--- config.mk ---
export PLATFORM = sky130hd
export DESIGN_NAME = adc_status_regs
export DESIGN_NICKNAME = d
export VERILOG_FILES = /design/src/core/adc_regs_pkg.sv /design/src/core/conv_channel.sv /design/src/core/adc_status_regs.sv
export SDC_FILE = /design/constraint.sdc
export NUM_CORES = 1
export LEC_CHECK = 0
export BUFFER_PORTS_ARGS = -buffer_cell sky130_fd_sc_hd__buf_2
export CORE_AREA = 8 8 142 144
export DETAILED_ROUTE_END_ITERATION = 7
export DIE_AREA = 0 0 150 152
export GPL_ROUTABILITY_DRIVEN = 0
export GPL_TIMING_DRIVEN = 0
export HOLD_SLACK_MARGIN = 0.02
export PLACE_DENSITY = 0.68
export SLEW_MARGIN = 30
export SYNTH_ARGS = -nofsm -noshare
export SYNTH_HDL_FRONTEND = slang
export SYNTH_SLANG_ARGS = --single-unit
--- constraint.sdc ---
create_clock -name sys_clk_i -period 4.45 [get_ports sys_clk_i]
set_input_delay 0.89 -clock sys_clk_i [delete_from_list [all_inputs] [get_ports sys_clk_i]]
set_output_delay 0.89 -clock sys_clk_i [all_outputs]
set_load 0.02 [all_outputs]
--- src/core/adc_regs_pkg.sv ---
// Shared constants and carriers for the converter status and result block.
// Assumes an 8051-style SFR bus with byte and single-bit access.
package adc_regs_pkg;

    // ------------------------------------------------------------------
    // SFR addresses
    // ------------------------------------------------------------------
    localparam logic [7:0] ADDR_STATUS = 8'hd8;
    localparam logic [7:0] ADDR_MODE = 8'hd1;
    localparam logic [7:0] ADDR_DECIM = 8'hd4;
    localparam logic [7:0] ADDR_P_RES_L = 8'hd9;
    localparam logic [7:0] ADDR_P_RES_M = 8'hda;
    localparam logic [7:0] ADDR_P_RES_H = 8'hdb;
    localparam logic [7:0] ADDR_A_RES_L = 8'hdc;
    localparam logic [7:0] ADDR_A_RES_H = 8'hdd;
    localparam logic [7:0] ADDR_P_OFF_L = 8'he1;
    localparam logic [7:0] ADDR_P_OFF_M = 8'he2;
    localparam logic [7:0] ADDR_P_OFF_H = 8'he3;
    localparam logic [7:0] ADDR_A_OFF_L = 8'he4;
    localparam logic [7:0] ADDR_A_OFF_H = 8'he5;
    localparam logic [7:0] ADDR_P_GAIN_L = 8'he9;
    localparam logic [7:0] ADDR_P_GAIN_M = 8'hea;
    localparam logic [7:0] ADDR_P_GAIN_H = 8'heb;
    localparam logic [7:0] ADDR_A_GAIN_L = 8'hec;
    localparam logic [7:0] ADDR_A_GAIN_H = 8'hed;

    // ------------------------------------------------------------------
    // Field positions and values
    // ------------------------------------------------------------------
    localparam int BIT_P_RDY = 7;
    localparam int BIT_A_RDY = 6;
    localparam int BIT_CAL = 5;
    localparam int BIT_NOREF = 4;
    localparam int BIT_P_ERR = 3;
    localparam int BIT_A_ERR = 2;
    localparam int BIT_P_EN = 5;
    localparam int BIT_A_EN = 4;
    localparam logic [2:0] MODE_PDOWN = 3'h0;
    localparam logic [2:0] MODE_IDLE = 3'h1;
    localparam logic [2:0] MODE_SINGLE = 3'h2;
    localparam logic [7:0] MODE_WMASK = 8'h37;

    // ------------------------------------------------------------------
    // Reset values
    // ------------------------------------------------------------------
    localparam logic [7:0] STATUS_RST = 8'h00;
    localparam logic [7:0] MODE_RST = 8'h00;
    localparam logic [7:0] DECIM_RST = 8'h45;
    localparam logic [23:0] FACT_P_OFF = 24'h800000;
    localparam logic [23:0] FACT_P_GAIN = 24'h500000;
    localparam logic [15:0] FACT_A_OFF = 16'h8000;
    localparam logic [15:0] FACT_A_GAIN = 16'h5000;

    // ------------------------------------------------------------------
    // Carriers
    // ------------------------------------------------------------------
    typedef struct packed {
        logic [7:0] addr;
        logic rd;
        logic wr;
        logic [7:0] wdata;
    } sfr_req_t;

    typedef struct packed {
        logic [7:0] addr;
        logic wr;
        logic val;
    } bit_req_t;

    typedef struct packed {
        logic done;
        logic is_cal;
        logic clamped;
        logic cal_fail;
        logic [23:0] result;
        logic [23:0] offset;
        logic [23:0] gain;
    } conv_event_t;

endpackage : adc_regs_pkg

--- src/core/conv_channel.sv ---
// One converter's ready and error flags, result and coefficients.
// Assumes completion events are one-cycle pulses on sys_clk_i.
`timescale 1ns/100ps
`default_nettype none
module conv_channel
    import adc_regs_pkg::*;
#(
    parameter int W = 24,
    parameter logic [W-1:0] OFF_INIT = '0,
    parameter logic [W-1:0] GAIN_INIT = '0
) (
    input wire logic sys_clk_i,
    input wire logic rst_i,
    input wire conv_event_t ev_i,
    input wire logic start_i,
    input wire logic sw_clr_i,
    input wire logic force_ones_i,
    output logic ready_o,
    output logic error_o,
    output logic cal_done_o,
    output logic [W-1:0] result_o,
    output logic [W-1:0] offset_o,
    output logic [W-1:0] gain_o
);

    logic accept;

    // Events while ready is set are dropped
    assign accept = ev_i.done & ~ready_o;
    assign cal_done_o = accept & ev_i.is_cal;

    // ------------------------------------------------------------------
    // Flags
    // ------------------------------------------------------------------
    always_ff @(posedge sys_clk_i) begin
        if (rst_i) begin
            ready_o <= 1'b0;
        end else if (ev_i.done) begin
            ready_o <= 1'b1;
        end else if (start_i | sw_clr_i) begin
            ready_o <= 1'b0;
        end
    end

    always_ff @(posedge sys_clk_i) begin
        if (rst_i) begin
            error_o <= 1'b0;
        end else if (accept) begin

            error_o <= ev_i.clamped | (force_ones_i & ~ev_i.is_cal)
                | (ev_i.is_cal & ev_i.cal_fail);
        end else if (start_i) begin
            error_o <= 1'b0;
        end
    end

    // ------------------------------------------------------------------
    // Data
    // ------------------------------------------------------------------
    always_ff @(posedge sys_clk_i) begin
        if (rst_i) begin
            result_o <= '0;
        end else if (accept & ~ev_i.is_cal) begin
            result_o <= force_ones_i ? '1 : ev_i.result[W-1:0];
        end
    end

    always_ff @(posedge sys_clk_i) begin
        if (rst_i) begin
            offset_o <= OFF_INIT;
            gain_o <= GAIN_INIT;
        end else if (cal_done_o & ~ev_i.cal_fail) begin
            offset_o <= ev_i.offset[W-1:0];
            gain_o <= ev_i.gain[W-1:0];
        end
    end

endmodule : conv_channel
`default_nettype wire

--- src/core/adc_status_regs.sv ---
// Status, mode, filter, result and coefficient SFRs of a dual converter.
// Assumes an 8051 core drives the SFR byte and bit ports on sys_clk_i.
//
// Functional notes
// Primary completion sets primary ready bit 7.
// Ready cleared by zero write or start.
// Set primary ready blocks further result writes.
// Bit 6 is auxiliary ready, same behaviour.
// Calibration end sets bit 5; start clears.
// Missing reference tracked only while converter active.
// Missing external reference forces results all ones.
// Clamped primary result sets error bit 3.
// Failed calibration update also sets primary error.
// Start write clears the primary error flag.
// Bit 2 is auxiliary error, same behaviour.
// Status at D8, resets 00, bit addressable.
// Primary result is three result bytes.
// Auxiliary result is two result bytes.
// Primary offset and gain, three bytes each.
// Auxiliary offset and gain, two bytes each.
// Coefficients load factory values at reset.
// Filter register sets decimation for both.
// Unmapped reads undefined; software avoids them.
// Mode field codes; single conversion returns 000.
// Enable bit runs converter; clear powers down.
// Completion beats same-cycle software ready clear.
// Writing one to hardware flags does nothing.
`timescale 1ns/100ps
`default_nettype none
module adc_status_regs
    import adc_regs_pkg::*;
(
    input wire logic sys_clk_i,
    input wire logic rst_i,
    input wire sfr_req_t sfr_i,
    input wire bit_req_t bit_i,
    input wire conv_event_t p_ev_i,
    input wire conv_event_t a_ev_i,
    input wire logic ref_low_i,
    input wire logic ext_ref_sel_i,
    output logic [7:0] sfr_rdata_o,
    output logic bit_rdata_o,
    output logic [7:0] status_o,
    output logic [2:0] mode_o,
    output logic p_en_o,
    output logic a_en_o,
    output logic [7:0] decim_o
);

    // ------------------------------------------------------------------
    // Declarations
    // ------------------------------------------------------------------
    logic [7:0] mode_reg;
    logic [7:0] decim;
    logic [7:0] status;
    logic [7:0] next_rdata;
    logic cal_flag;
    logic noref;
    logic ref_s1;
    logic ref_s2;
    logic ref_s3;
    logic ref_low_q;
    logic active;
    logic force_ones;
    logic start;
    logic mode_wr;
    logic p_rdy;
    logic a_rdy;
    logic p_err;
    logic a_err;
    logic p_cal_done;
    logic a_cal_done;
    logic [23:0] p_res;
    logic [23:0] p_off;
    logic [23:0] p_gain;
    logic [15:0] a_res;
    logic [15:0] a_off;
    logic [15:0] a_gain;

    // Software writing zero to a status bit, byte or bit access
    function automatic logic sw_zero(input sfr_req_t s, input bit_req_t b,
                                     input int idx);
        logic by_byte;
        logic by_bit;
        by_byte = s.wr & (s.addr == ADDR_STATUS) & ~s.wdata[idx];
        by_bit = b.wr & (b.addr == ADDR_STATUS + 8'(idx)) & ~b.val;
        return by_byte | by_bit;
    endfunction : sw_zero

    // ------------------------------------------------------------------
    // Mode and filter registers
    // ------------------------------------------------------------------
    assign mode_wr = sfr_i.wr & (sfr_i.addr == ADDR_MODE);
    // Any mode code at or above single conversion launches a cycle
    assign start = mode_wr & (sfr_i.wdata[2:0] >= MODE_SINGLE);

    always_ff @(posedge sys_clk_i) begin
        if (rst_i) begin
            mode_reg <= MODE_RST;
        end else if (mode_wr) begin
            mode_reg <= sfr_i.wdata & MODE_WMASK;
        end else if (mode_reg[2:0] == MODE_SINGLE
                     && (p_ev_i.done | a_ev_i.done)) begin
            mode_reg[2:0] <= MODE_PDOWN;
        end
    end

    always_ff @(posedge sys_clk_i) begin
        if (rst_i) begin
            decim <= DECIM_RST;
        end else if (sfr_i.wr && sfr_i.addr == ADDR_DECIM) begin
            decim <= sfr_i.wdata;
        end
    end

    assign mode_o = mode_reg[2:0];
    assign p_en_o = mode_reg[BIT_P_EN];
    assign a_en_o = mode_reg[BIT_A_EN];
    assign decim_o = decim;

    // ------------------------------------------------------------------
    // Reference detect
    // ------------------------------------------------------------------
    always_ff @(posedge sys_clk_i) begin
        if (rst_i) begin
            ref_s1 <= 1'b0;
            ref_s2 <= 1'b0;
            ref_s3 <= 1'b0;
        end else begin
            ref_s1 <= ref_low_i;
            ref_s2 <= ref_s1;
            ref_s3 <= ref_s2;
        end
    end

    always_ff @(posedge sys_clk_i) begin
        if (rst_i) begin
            ref_low_q <= 1'b0;
        end else if (ref_s2 == ref_s3) begin
            ref_low_q <= ref_s3;
        end
    end

    // Active needs an enable bit and a non-power-down mode
    assign active = (mode_reg[BIT_P_EN] | mode_reg[BIT_A_EN])
        & (mode_reg[2:0] != MODE_PDOWN);

    always_ff @(posedge sys_clk_i) begin
        if (rst_i) begin
            noref <= 1'b0;
        end else if (active) begin
            noref <= ref_low_q;
        end
    end

    assign force_ones = noref & ext_ref_sel_i;

    // ------------------------------------------------------------------
    // Converter channels
    // ------------------------------------------------------------------
    conv_channel #(
        .W(24),
        .OFF_INIT(FACT_P_OFF),
        .GAIN_INIT(FACT_P_GAIN)
    ) u_primary (
        .sys_clk_i(sys_clk_i),
        .rst_i(rst_i),
        .ev_i(p_ev_i),
        .start_i(start),
        .sw_clr_i(sw_zero(sfr_i, bit_i, BIT_P_RDY)),
        .force_ones_i(force_ones),
        .ready_o(p_rdy),
        .error_o(p_err),
        .cal_done_o(p_cal_done),
        .result_o(p_res),
        .offset_o(p_off),
        .gain_o(p_gain)
    );

    conv_channel #(
        .W(16),
        .OFF_INIT(FACT_A_OFF),
        .GAIN_INIT(FACT_A_GAIN)
    ) u_aux (
        .sys_clk_i(sys_clk_i),
        .rst_i(rst_i),
        .ev_i(a_ev_i),
        .start_i(start),
        .sw_clr_i(sw_zero(sfr_i, bit_i, BIT_A_RDY)),
        .force_ones_i(force_ones),
        .ready_o(a_rdy),
        .error_o(a_err),
        .cal_done_o(a_cal_done),
        .result_o(a_res),
        .offset_o(a_off),
        .gain_o(a_gain)
    );

    // ------------------------------------------------------------------
    // Status register
    // ------------------------------------------------------------------
    // Only hardware sets this; software ones are ignored
    always_ff @(posedge sys_clk_i) begin
        if (rst_i) begin
            cal_flag <= 1'b0;
        end else if (p_cal_done | a_cal_done) begin
            cal_flag <= 1'b1;
        end else if (start) begin
            cal_flag <= 1'b0;
        end
    end

    // Reserved bits 1:0 read zero
    assign status = {p_rdy, a_rdy, cal_flag, noref,
                     p_err, a_err, 2'b00};
    assign status_o = status;

    // ------------------------------------------------------------------
    // Read path
    // ------------------------------------------------------------------
    always_comb begin
        case (sfr_i.addr)
            ADDR_STATUS: next_rdata = status;
            ADDR_MODE: next_rdata = mode_reg;
            ADDR_DECIM: next_rdata = decim;
            ADDR_P_RES_L: next_rdata = p_res[7:0];
            ADDR_P_RES_M: next_rdata = p_res[15:8];
            ADDR_P_RES_H: next_rdata = p_res[23:16];
            ADDR_A_RES_L: next_rdata = a_res[7:0];
            ADDR_A_RES_H: next_rdata = a_res[15:8];
            ADDR_P_OFF_L: next_rdata = p_off[7:0];
            ADDR_P_OFF_M: next_rdata = p_off[15:8];
            ADDR_P_OFF_H: next_rdata = p_off[23:16];
            ADDR_P_GAIN_L: next_rdata = p_gain[7:0];
            ADDR_P_GAIN_M: next_rdata = p_gain[15:8];
            ADDR_P_GAIN_H: next_rdata = p_gain[23:16];
            ADDR_A_OFF_L: next_rdata = a_off[7:0];
            ADDR_A_OFF_H: next_rdata = a_off[15:8];
            ADDR_A_GAIN_L: next_rdata = a_gain[7:0];
            ADDR_A_GAIN_H: next_rdata = a_gain[15:8];
            default: next_rdata = 8'h00;
        endcase
    end

    always_ff @(posedge sys_clk_i) begin
        if (rst_i) begin
            sfr_rdata_o <= 8'h00;
        end else if (sfr_i.rd) begin
            sfr_rdata_o <= next_rdata;
        end
    end

    always_ff @(posedge sys_clk_i) begin
        if (rst_i) begin
            bit_rdata_o <= 1'b0;
        end else if (bit_i.addr[7:3] == ADDR_STATUS[7:3]) begin
            bit_rdata_o <= status[bit_i.addr[2:0]];
        end
    end

    logic p_acc;
    logic a_acc;
    assign p_acc = p_ev_i.done & ~p_rdy;
    assign a_acc = a_ev_i.done & ~a_rdy;
endmodule : adc_status_regs
`default_nettype wire

* Word-level counts from Yosys, hierarchy flattened
Cells that the tools add are included.
** Word-level totals
- Register bits :: 152
- Input port bits :: 184
- Output and inout port bits :: 30
- Word-level logic and storage cells :: 113
** Cells by class
- Order comparisons :: 2
- Eq/ne operators :: 23
- Mux-type cells :: 15
- Bitwise gates (word level) :: 43
- Reduce and logical (&&, ||, !) cells :: 9
** Operators by type and width (count)
- $eq 8x8->1 const B :: 20
- $pmux 8 s18 :: 1
- $mux 24 :: 1
- $and 1x1->1 :: 23
- $mux 16 :: 1
- $reduce_bool 2->1 :: 6
- $or 1x1->1 :: 11
- $mux 1 :: 9
- $not 1->1 :: 9
- $mux 3 :: 2
- $eq 5x5->1 const B :: 1
- $lt 3x4->1 const B :: 1
- $bmux 1 s3 :: 1
- $eq 3x2->1 const B :: 1
- $ge 3x2->1 const B :: 1
- $reduce_bool 3->1 :: 1
- $logic_and 1x1->1 :: 2
- $eq 1x1->1 :: 1

* Longest topological paths before layout
Gate-level depths: netlist of run 1.
- Depth after elaboration :: 7
- Gate-level depth with buffers :: 7

* Modules after synthesis
A second synthesis of run 1 with hierarchy kept.
** Unflattened totals
- Cell total of the unflattened synthesis :: 886
- Area total of the unflattened synthesis :: 7395.8 sq um
** By module, submodules not included
- adc_status_regs :: instances 1, cells an instance 331, area each 2790.2 sq um, sequential area each 560.5 sq um
- conv_channel at u_primary :: instances 1, cells an instance 329, area each 2667.6 sq um, sequential area each 1481.4 sq um
- conv_channel at u_aux :: instances 1, cells an instance 226, area each 1938.1 sq um, sequential area each 1001.0 sq um

* Worst setup path after synthesis of run 1
No wires, ideal clock.
- Path kind :: input-to-reg
- From :: in sfr_i[13] (netlist bit)
- To :: reg sfr_rdata_o[1]
- Arrival :: 2013 ps
- Required time :: 4306 ps
- Setup slack :: 2293 ps
- Cell stages on the path :: 7
- Buffers on the path :: 2
- Cells stage by stage :: buf_4 > buf_6 > mux2i_1 > o32ai_1 > o2bb2ai_1 > a2111oi_0 > a311oi_1
** Between the ends
- Longest elaborated chain between the ends :: 2
- Elaborated cells between the ends (all ways) :: 19
- Classes of those cells :: 18 x eq/ne; 1 x mux
** Ends and longest elaborated chain
- start: declaration :: line adc_status_regs.sv:35 : input wire sfr_req_t sfr_i,
- $eq 8x8->1 :: line adc_status_regs.sv:222 : case (sfr_i.addr)
- $pmux 8 s18 (*) :: line adc_status_regs.sv:222
- end signal: assignment :: line adc_status_regs.sv:249 : sfr_rdata_o <= next_rdata;
- end: declaration :: line adc_status_regs.sv:41 : output logic [7:0] sfr_rdata_o,
Every way passes the cells marked *; elsewhere a longest branch is shown, timed or not.
A chain may end at the register's enable or synchronous reset.

* Worst setup path after layout of run 1
- From :: in sfr_i[10] (netlist bit)
- To :: reg sfr_rdata_o[3]
The elaborated chain is that of the path after synthesis.

==> results of run 1 <==
-- final cells by class --
type,count,area (um2)
fillers,1785,8904
multi-input cells,653,3625
inverters,6,22.52
flip-flops and latches,152,3043
well taps,229,286.5
repair buffers,185,925.9
clock inverters,12,152.6
plain buffers,77,375.4
clock buffers,19,432.9
diodes,5,12.51
-- cell usage in the layout, fill, tap and decap left out, drive strengths merged, types with 6 or more instances in the layout --
cell type  synthesis  final
a2111oi            7      7
a211oi            47     47
a21oi             89     89
a22oi             26     26
a311oi            10     10
buf               33    218
clkbuf            44     63
dfxtp            152    152
inv                6      7
mux2               8      8
mux2i             26     26
nand2            196    196
nand2b             6      6
nand3              7      7
nand3b             6      6
nand4              9      9
nor2             114    114
nor2b             19     19
o21ai             10     10
o22ai              9      9
-- where the power goes --
part           total (mW)  switching [mW]  leakage [nW]  internal (mW)
combinational       0.344           0.200          1.94          0.144
clock                1.45           0.577         0.275          0.876
sequential           1.45          0.0364          1.24           1.41
-- per-layer routing --
metal,share of wire,vias to the layer above
met4,0.027,0
li1,-,3529
met2,0.46,371
met1,0.41,3333
met3,0.11,46
met5,0,-
-- worst register-to-register path: stages, from the launching register on --
cell      delay [ns]
dfxtp_1         0.44
nor2b_1         0.09
nand2_1         0.17
or2_2           0.17
clkbuf_1        0.34
clkbuf_1        0.42
nand2_1         0.12
a21oi_1         0.16
-- kinds of logic after synthesis --
group                  Yosys count  synth area share
multiplexers                    37           0.05918
AO/OA/AOI/OAI                  226            0.2147
AND/OR/NAND/NOR                388            0.2383
other                            1         0.0005310
flip-flops                     152            0.4309
buffers and inverters           83           0.05634
-- metrics by stage --
step                      total power, mW    util
after global routing                3.360  0.4991
after floorplan                     1.654       -
after detailed placement            1.814  0.4656
after global placement              1.810  0.4656
after CTS                           3.251  0.4985
final                               3.244  0.4992
-- path summary, 6_finish.rpt --
path,from,to,slack [ns],cells past startpoint
worst min register to register,ref_s1$_SDFF_PP0_,ref_s2$_SDFF_PP0_,0.44,1
worst max register to register,u_primary.ready_o$_SDFFE_PP0P_,u_primary.gain_o[23]$_SDFFE_PP0P_,2.45,7
worst min-delay path,ref_s1$_SDFF_PP0_,ref_s2$_SDFF_PP0_,0.44,1
worst max-delay path,sfr_i[10],sfr_rdata_o[3]$_SDFFE_PP0P_,2.02,7
==> flow_metrics.tcl, run 1 <==
set metrics [dict create \
    outcome "completed" \
    detail_route.wl_per_cell_um 19.50 \
    dr.pass1.iters 6 \
    synth_seq_cells 152 \
    cts-root-buf "clkbuf_16" \
    grt_overflow 0 \
    cp_max_fo 10 \
    postPlaceCellArea_um2 8278 \
    cts_sinks 152 \
    die-width_um 150 \
    clkLatencyLatePin_ns 0.43 \
    worstSetupPathType "in -> reg" \
    reg_top3 "u_primary.gain_o x24, u_primary.offset_o x24, u_primary.result_o x24" \
    clkSlewWorstSetupHoldPaths_ns 0.06 \
    grt_pass1_vias 7211 \
    die_h_um 152 \
    ys_warn_count 0 \
    grt_pass1_wl_um 39650 \
    rsz0062_at_grt "no" \
    route.detailed.drc 0 \
    io_buffers 185 \
    h-tree-depth 4 \
    cts_buffers 17 \
    nNetsFinal 1276 \
    grt.met3_usage 0.07277 \
    final.setup_skew_ns 0.007654 \
    stdcell_count 1338 \
    busiest_layer "met2" \
    crit_chain "buf_2 > buf_4 > nor2_1 > nand4_1 > o22ai_1 > a2111oi_0 > a311oi_1" \
    vias 7279 \
    fin_area_um2 8876 \
    min_path_type "reg -> reg" \
    rows 49 \
    cp.required_ns 4.78 \
    max-clock-path-buffers 2 \
    avgSynthCellArea_um2 7.961 \
    place_inst 1302 \
    irDropWorstVdd_uv 414.8 \
    holdBufCountCts 0 \
    hold_slack_ns 0.4387 \
    crit_path_end_kind "flip-flop" \
    crit_path_start_kind "input port" \
    finalCritPeriodShare 0.5457 \
    async_reset_ff_frac 0 \
    setup_violations 0 \
    antenna_found_initial 5 \
    maxCapViolCount 0 \
    grt_start_max_net_pins 17 \
    hold_viol_final 0 \
    place_hpwl_um 20390 \
    tightest_slew_ns 0.7632 \
    mappedNetlistArea_um2 7062 \
    synthCells 887 \
    yosys.area.top_type_share 0.4309 \
    path_delay_family "compound AO/OA/AOI/OAI gates" \
    post-place-ws_ns 1.700 \
    synth_cell_types 56 \
    critPathSlowestCell "o22ai_1" \
    finalCriticalPeriod_ns 2.428 \
    syn_to_final_growth_pct 25.69 \
    power_leakage_nw 3.448 \
    drive_above_1_share 0.2355 \
    first_iter_violations 711 \
    synth_edf_count 0 \
    report.final.slew_viol_count 0 \
    wl_um 26090 \
    initial_utilization 0.3972 \
    crit_buf_inv 2 \
    netlist_top_cells_area "dfxtp_1, nand2_1, a21oi_1" \
    post-synth-top-count-cell "nand2_1" \
    p_per_area_nw_per_um2 365.5 \
    post_cts_buffers 0 \
    ios 214 \
    ys_seq_area_frac 0.4309 \
    tns_ns 0 \
    cts.repair.resized 0 \
    cpPeakStageDelay_ns 0.42 \
    antenna_left 0 \
    grt_util_met1 0.2873 \
    fmax_mhz 411.8 \
    use_met2 0.3457 \
    track_usage 0.2267 \
    die_area_um2 22800 \
    critPathArrivalTime_ns 2.76 \
    coreArea_um2 17780 \
    relSlewSlack 0.4912 \
    routed_via_density 5.440 \
    synth_flop_cell "dfxtp_1" \
    cts_tree "done" \
    ys_top_cells_by_count "nand2_1, dfxtp_1, nor2_1, a21oi_1, a211oi_1" \
    yosys.area.top_type "dfxtp_1" \
    worst_slack_ns 2.022 \
]
Note: power is estimated with default switching activity, not from simulation.
==> run 2, diff against run 1 <==
--- a/config.mk
+++ b/config.mk
@@ -5,6 +5,7 @@
 export SDC_FILE = /design/constraint.sdc
 export NUM_CORES = 1
 export LEC_CHECK = 0
+export ABC_AREA = 1
 export BUFFER_PORTS_ARGS = -buffer_cell sky130_fd_sc_hd__buf_2
 export CORE_AREA = 8 8 142 144
 export DETAILED_ROUTE_END_ITERATION = 7
@@ -12,7 +13,7 @@
 export GPL_ROUTABILITY_DRIVEN = 0
 export GPL_TIMING_DRIVEN = 0
 export HOLD_SLACK_MARGIN = 0.02
-export PLACE_DENSITY = 0.68
+export PLACE_DENSITY = 0.71
 export SLEW_MARGIN = 30
 export SYNTH_ARGS = -nofsm -noshare
 export SYNTH_HDL_FRONTEND = slang
==> constraint.sdc (replaced) <==
create_clock -name sys_clk_i -period 2 [get_ports sys_clk_i]
set_input_delay 0.4 -clock sys_clk_i [delete_from_list [all_inputs] [get_ports sys_clk_i]]
set_output_delay 0.4 -clock sys_clk_i [all_outputs]
set_load 0.02 [all_outputs]
==> run 2 against run 1 <==
  * Hold slack got worse by 0.25 ns
  * Count of clock-buffer cells in the layout did not move
  * Power rose by 120%
  * Critical path depth fell by 1
  * Combinational power rose by 84%
  * Clock power rose by 130%
  * Cell area rose by 0.52%
  * Sequential share of layout area fell by 0.18 points
  * Clock skew rose by 0.0022 ns
  * Via count rose by 7.5%
  * Sequential power rose by 120%
  * Critical path type unchanged
  * Register-to-register slack got worse by 2.2 ns
  * Critical endpoint is now u_primary.offset_o[4]$_SDFFE_PP0P_
==> flow_metrics.tcl, run 2 <==
set metrics [dict create \
    outcome "completed" \
    cts-root-buf "clkbuf_16" \
    antenna_found_initial 2 \
    crit_path_start_kind "input port" \
    setup_violations 0 \
    syn_to_final_growth_pct 26.35 \
    worst_slack_ns 0.2189 \
    die_area_um2 22800 \
    avgSynthCellArea_um2 6.863 \
    grt_pass1_vias 7546 \
    coreArea_um2 17780 \
    critPathSlowestCell "clkbuf_1" \
    post-place-ws_ns -0.2500 \
    maxCapViolCount 0 \
    synth_flop_cell "dfxtp_1" \
    routed_via_density 5.284 \
    crit_top_cell "clkbuf_1" \
    die_h_um 152 \
    initial_utilization 0.3972 \
    drive_above_1_share 0.2178 \
    synthCells 1029 \
    final_common_cell "buf_2" \
    cpPeakStageDelay_ns 0.51 \
    finalCritPeriodShare 0.8905 \
    finalCriticalPeriod_ns 1.781 \
    path_delay_family "buffers and inverters" \
    critPathArrivalTime_ns 2.15 \
    ys_seq_area_frac 0.4309 \
    wl_um 26120 \
    grt_overflow 0 \
    crit_buf_inv 4 \
    detail_route.wl_per_cell_um 17.64 \
    fmax_mhz 561.5 \
    route.detailed.drc 0 \
    crit_chain "buf_2 > inv_1 > clkbuf_1 > clkbuf_1 > o21ai_0 > nor2_1" \
    stdcell_count 1481 \
    rows 49 \
    irDropWorstVdd_uv 537.4 \
    min_path_type "in -> reg" \
    clkSlewWorstSetupHoldPaths_ns 0.06 \
    synth_seq_cells 152 \
    track_usage 0.2246 \
    crit_path_end_kind "flip-flop" \
    final.setup_skew_ns 0.009878 \
    max-clock-path-buffers 2 \
    netlist_top_cells_area "dfxtp_1, nor2_1, nand2_1" \
    io_buffers 187 \
    mappedNetlistArea_um2 7062 \
    first_iter_violations 823 \
    nNetsFinal 1420 \
    rsz0062_at_grt "no" \
    ys_top_cells_by_count "nor2_1, nand2_1, dfxtp_1, nand3_1, o21ai_0" \
    ios 214 \
    antenna_left 0 \
    tightest_slew_ns 0.6035 \
    yosys.area.top_type_share 0.4309 \
    clkLatencyLatePin_ns 0.43 \
    dr.pass1.iters 6 \
    h-tree-depth 4 \
    holdBufCountCts 0 \
    synth_cell_types 30 \
    grt_start_max_net_pins 17 \
    cts_tree "done" \
    report.final.slew_viol_count 0 \
    relSlewSlack 0.5977 \
    cts_buffers 17 \
    cts_sinks 152 \
    place_inst 1446 \
    place_hpwl_um 20720 \
    ys_warn_count 0 \
    hold_slack_ns 0.1860 \
    synth_edf_count 0 \
    post-synth-top-count-cell "nor2_1" \
    vias 7825 \
    async_reset_ff_frac 0 \
    hold_viol_final 0 \
    die-width_um 150 \
    layout_common_cells "buf_2, nor2_1, nand2_1" \
    worstSetupPathType "in -> reg" \
    cp.required_ns 2.37 \
    tns_ns 0 \
    reg_top3 "u_primary.gain_o x24, u_primary.offset_o x24, u_primary.result_o x24" \
    yosys.area.top_type "dfxtp_1" \
    grt_pass1_wl_um 39730 \
    power_leakage_nw 4.265 \
    p_per_area_nw_per_um2 812.1 \
    cp_max_fo 10 \
]
## run 2: per-layer routing
metal | GRT usage | part of all wire | vias to the layer above
met2 | 0.3532 | 0.45 | 404
met4 | 0.1038 | 0.033 | 0
met5 | 0.002268 | 0 | -
met1 | 0.2772 | 0.41 | 3564
li1 | - | - | 3798
met3 | 0.06445 | 0.11 | 59
## run 2: what timing repair did
action	CTS	global route
resized for setup	1	1
setup buffers	0	0
endpoints found under the setup margin	30	1
## run 2: per-stage QoR
step | cell area [um2] | utilization | total power [mW]
after floorplan | 7066 | - | 3.593
after global placement | 8288 | 0.4662 | 3.902
after detailed placement | 8288 | 0.4662 | 3.912
after CTS | 8910 | 0.5011 | 7.256
after global routing | 8920 | 0.5017 | 7.480
final | 8922 | 0.5018 | 7.246
## run 2: layout make-up
| type | count | area, um2 |
|---|---|---|
| Clock inverter | 13 | 166.4 |
| Antenna cell | 3 | 7.507 |
| Inverter | 55 | 206.4 |
| Tap cell | 229 | 286.5 |
| Buffer | 69 | 342.8 |
| Sequential cell | 152 | 3043 |
| Fill cell | 1794 | 8857 |
| Clock buffer | 19 | 452.9 |
| Timing Repair Buffer | 187 | 935.9 |
| Multi-Input combinational cell | 754 | 3481 |
## run 2: kinds of logic after synthesis
| group | after synthesis | share of synthesized area |
|---|---|---|
| other | 1 | 0.0005310 |
| buffers and inverters | 124 | 0.07778 |
| AOI/OAI and AO/OA | 217 | 0.1731 |
| and+or+nand+nor | 535 | 0.3177 |
| DFF | 152 | 0.4309 |
## run 2: final timing paths
check / start / endpoint / slack (ns) / cells after the start
worst max-delay path: rst_i / u_primary.offset_o[4]$_SDFFE_PP0P_ / 0.22 / 6
worst min-delay path: a_ev_i[39] / u_aux.offset_o[15]$_SDFFE_PP1P_ / 0.19 / 3
worst max register to register: u_aux.ready_o$_SDFFE_PP0P_ / u_aux.gain_o[2]$_SDFFE_PP0P_ / 0.22 / 7
worst min register to register: ref_s1$_SDFF_PP0_ / ref_s2$_SDFF_PP0_ / 0.42 / 2
## run 2: power breakdown
part	internal, mW	total (mW)	switching [mW]
Sequential	3.15	3.23	0.0793
Combinational	0.257	0.633	0.376
Clock	2.04	3.38	1.35
## run 2: worst min-delay path, stage by stage
cell     delay (ns)
buf_2          0.08
nand2_1        0.04
nand3_1        0.07
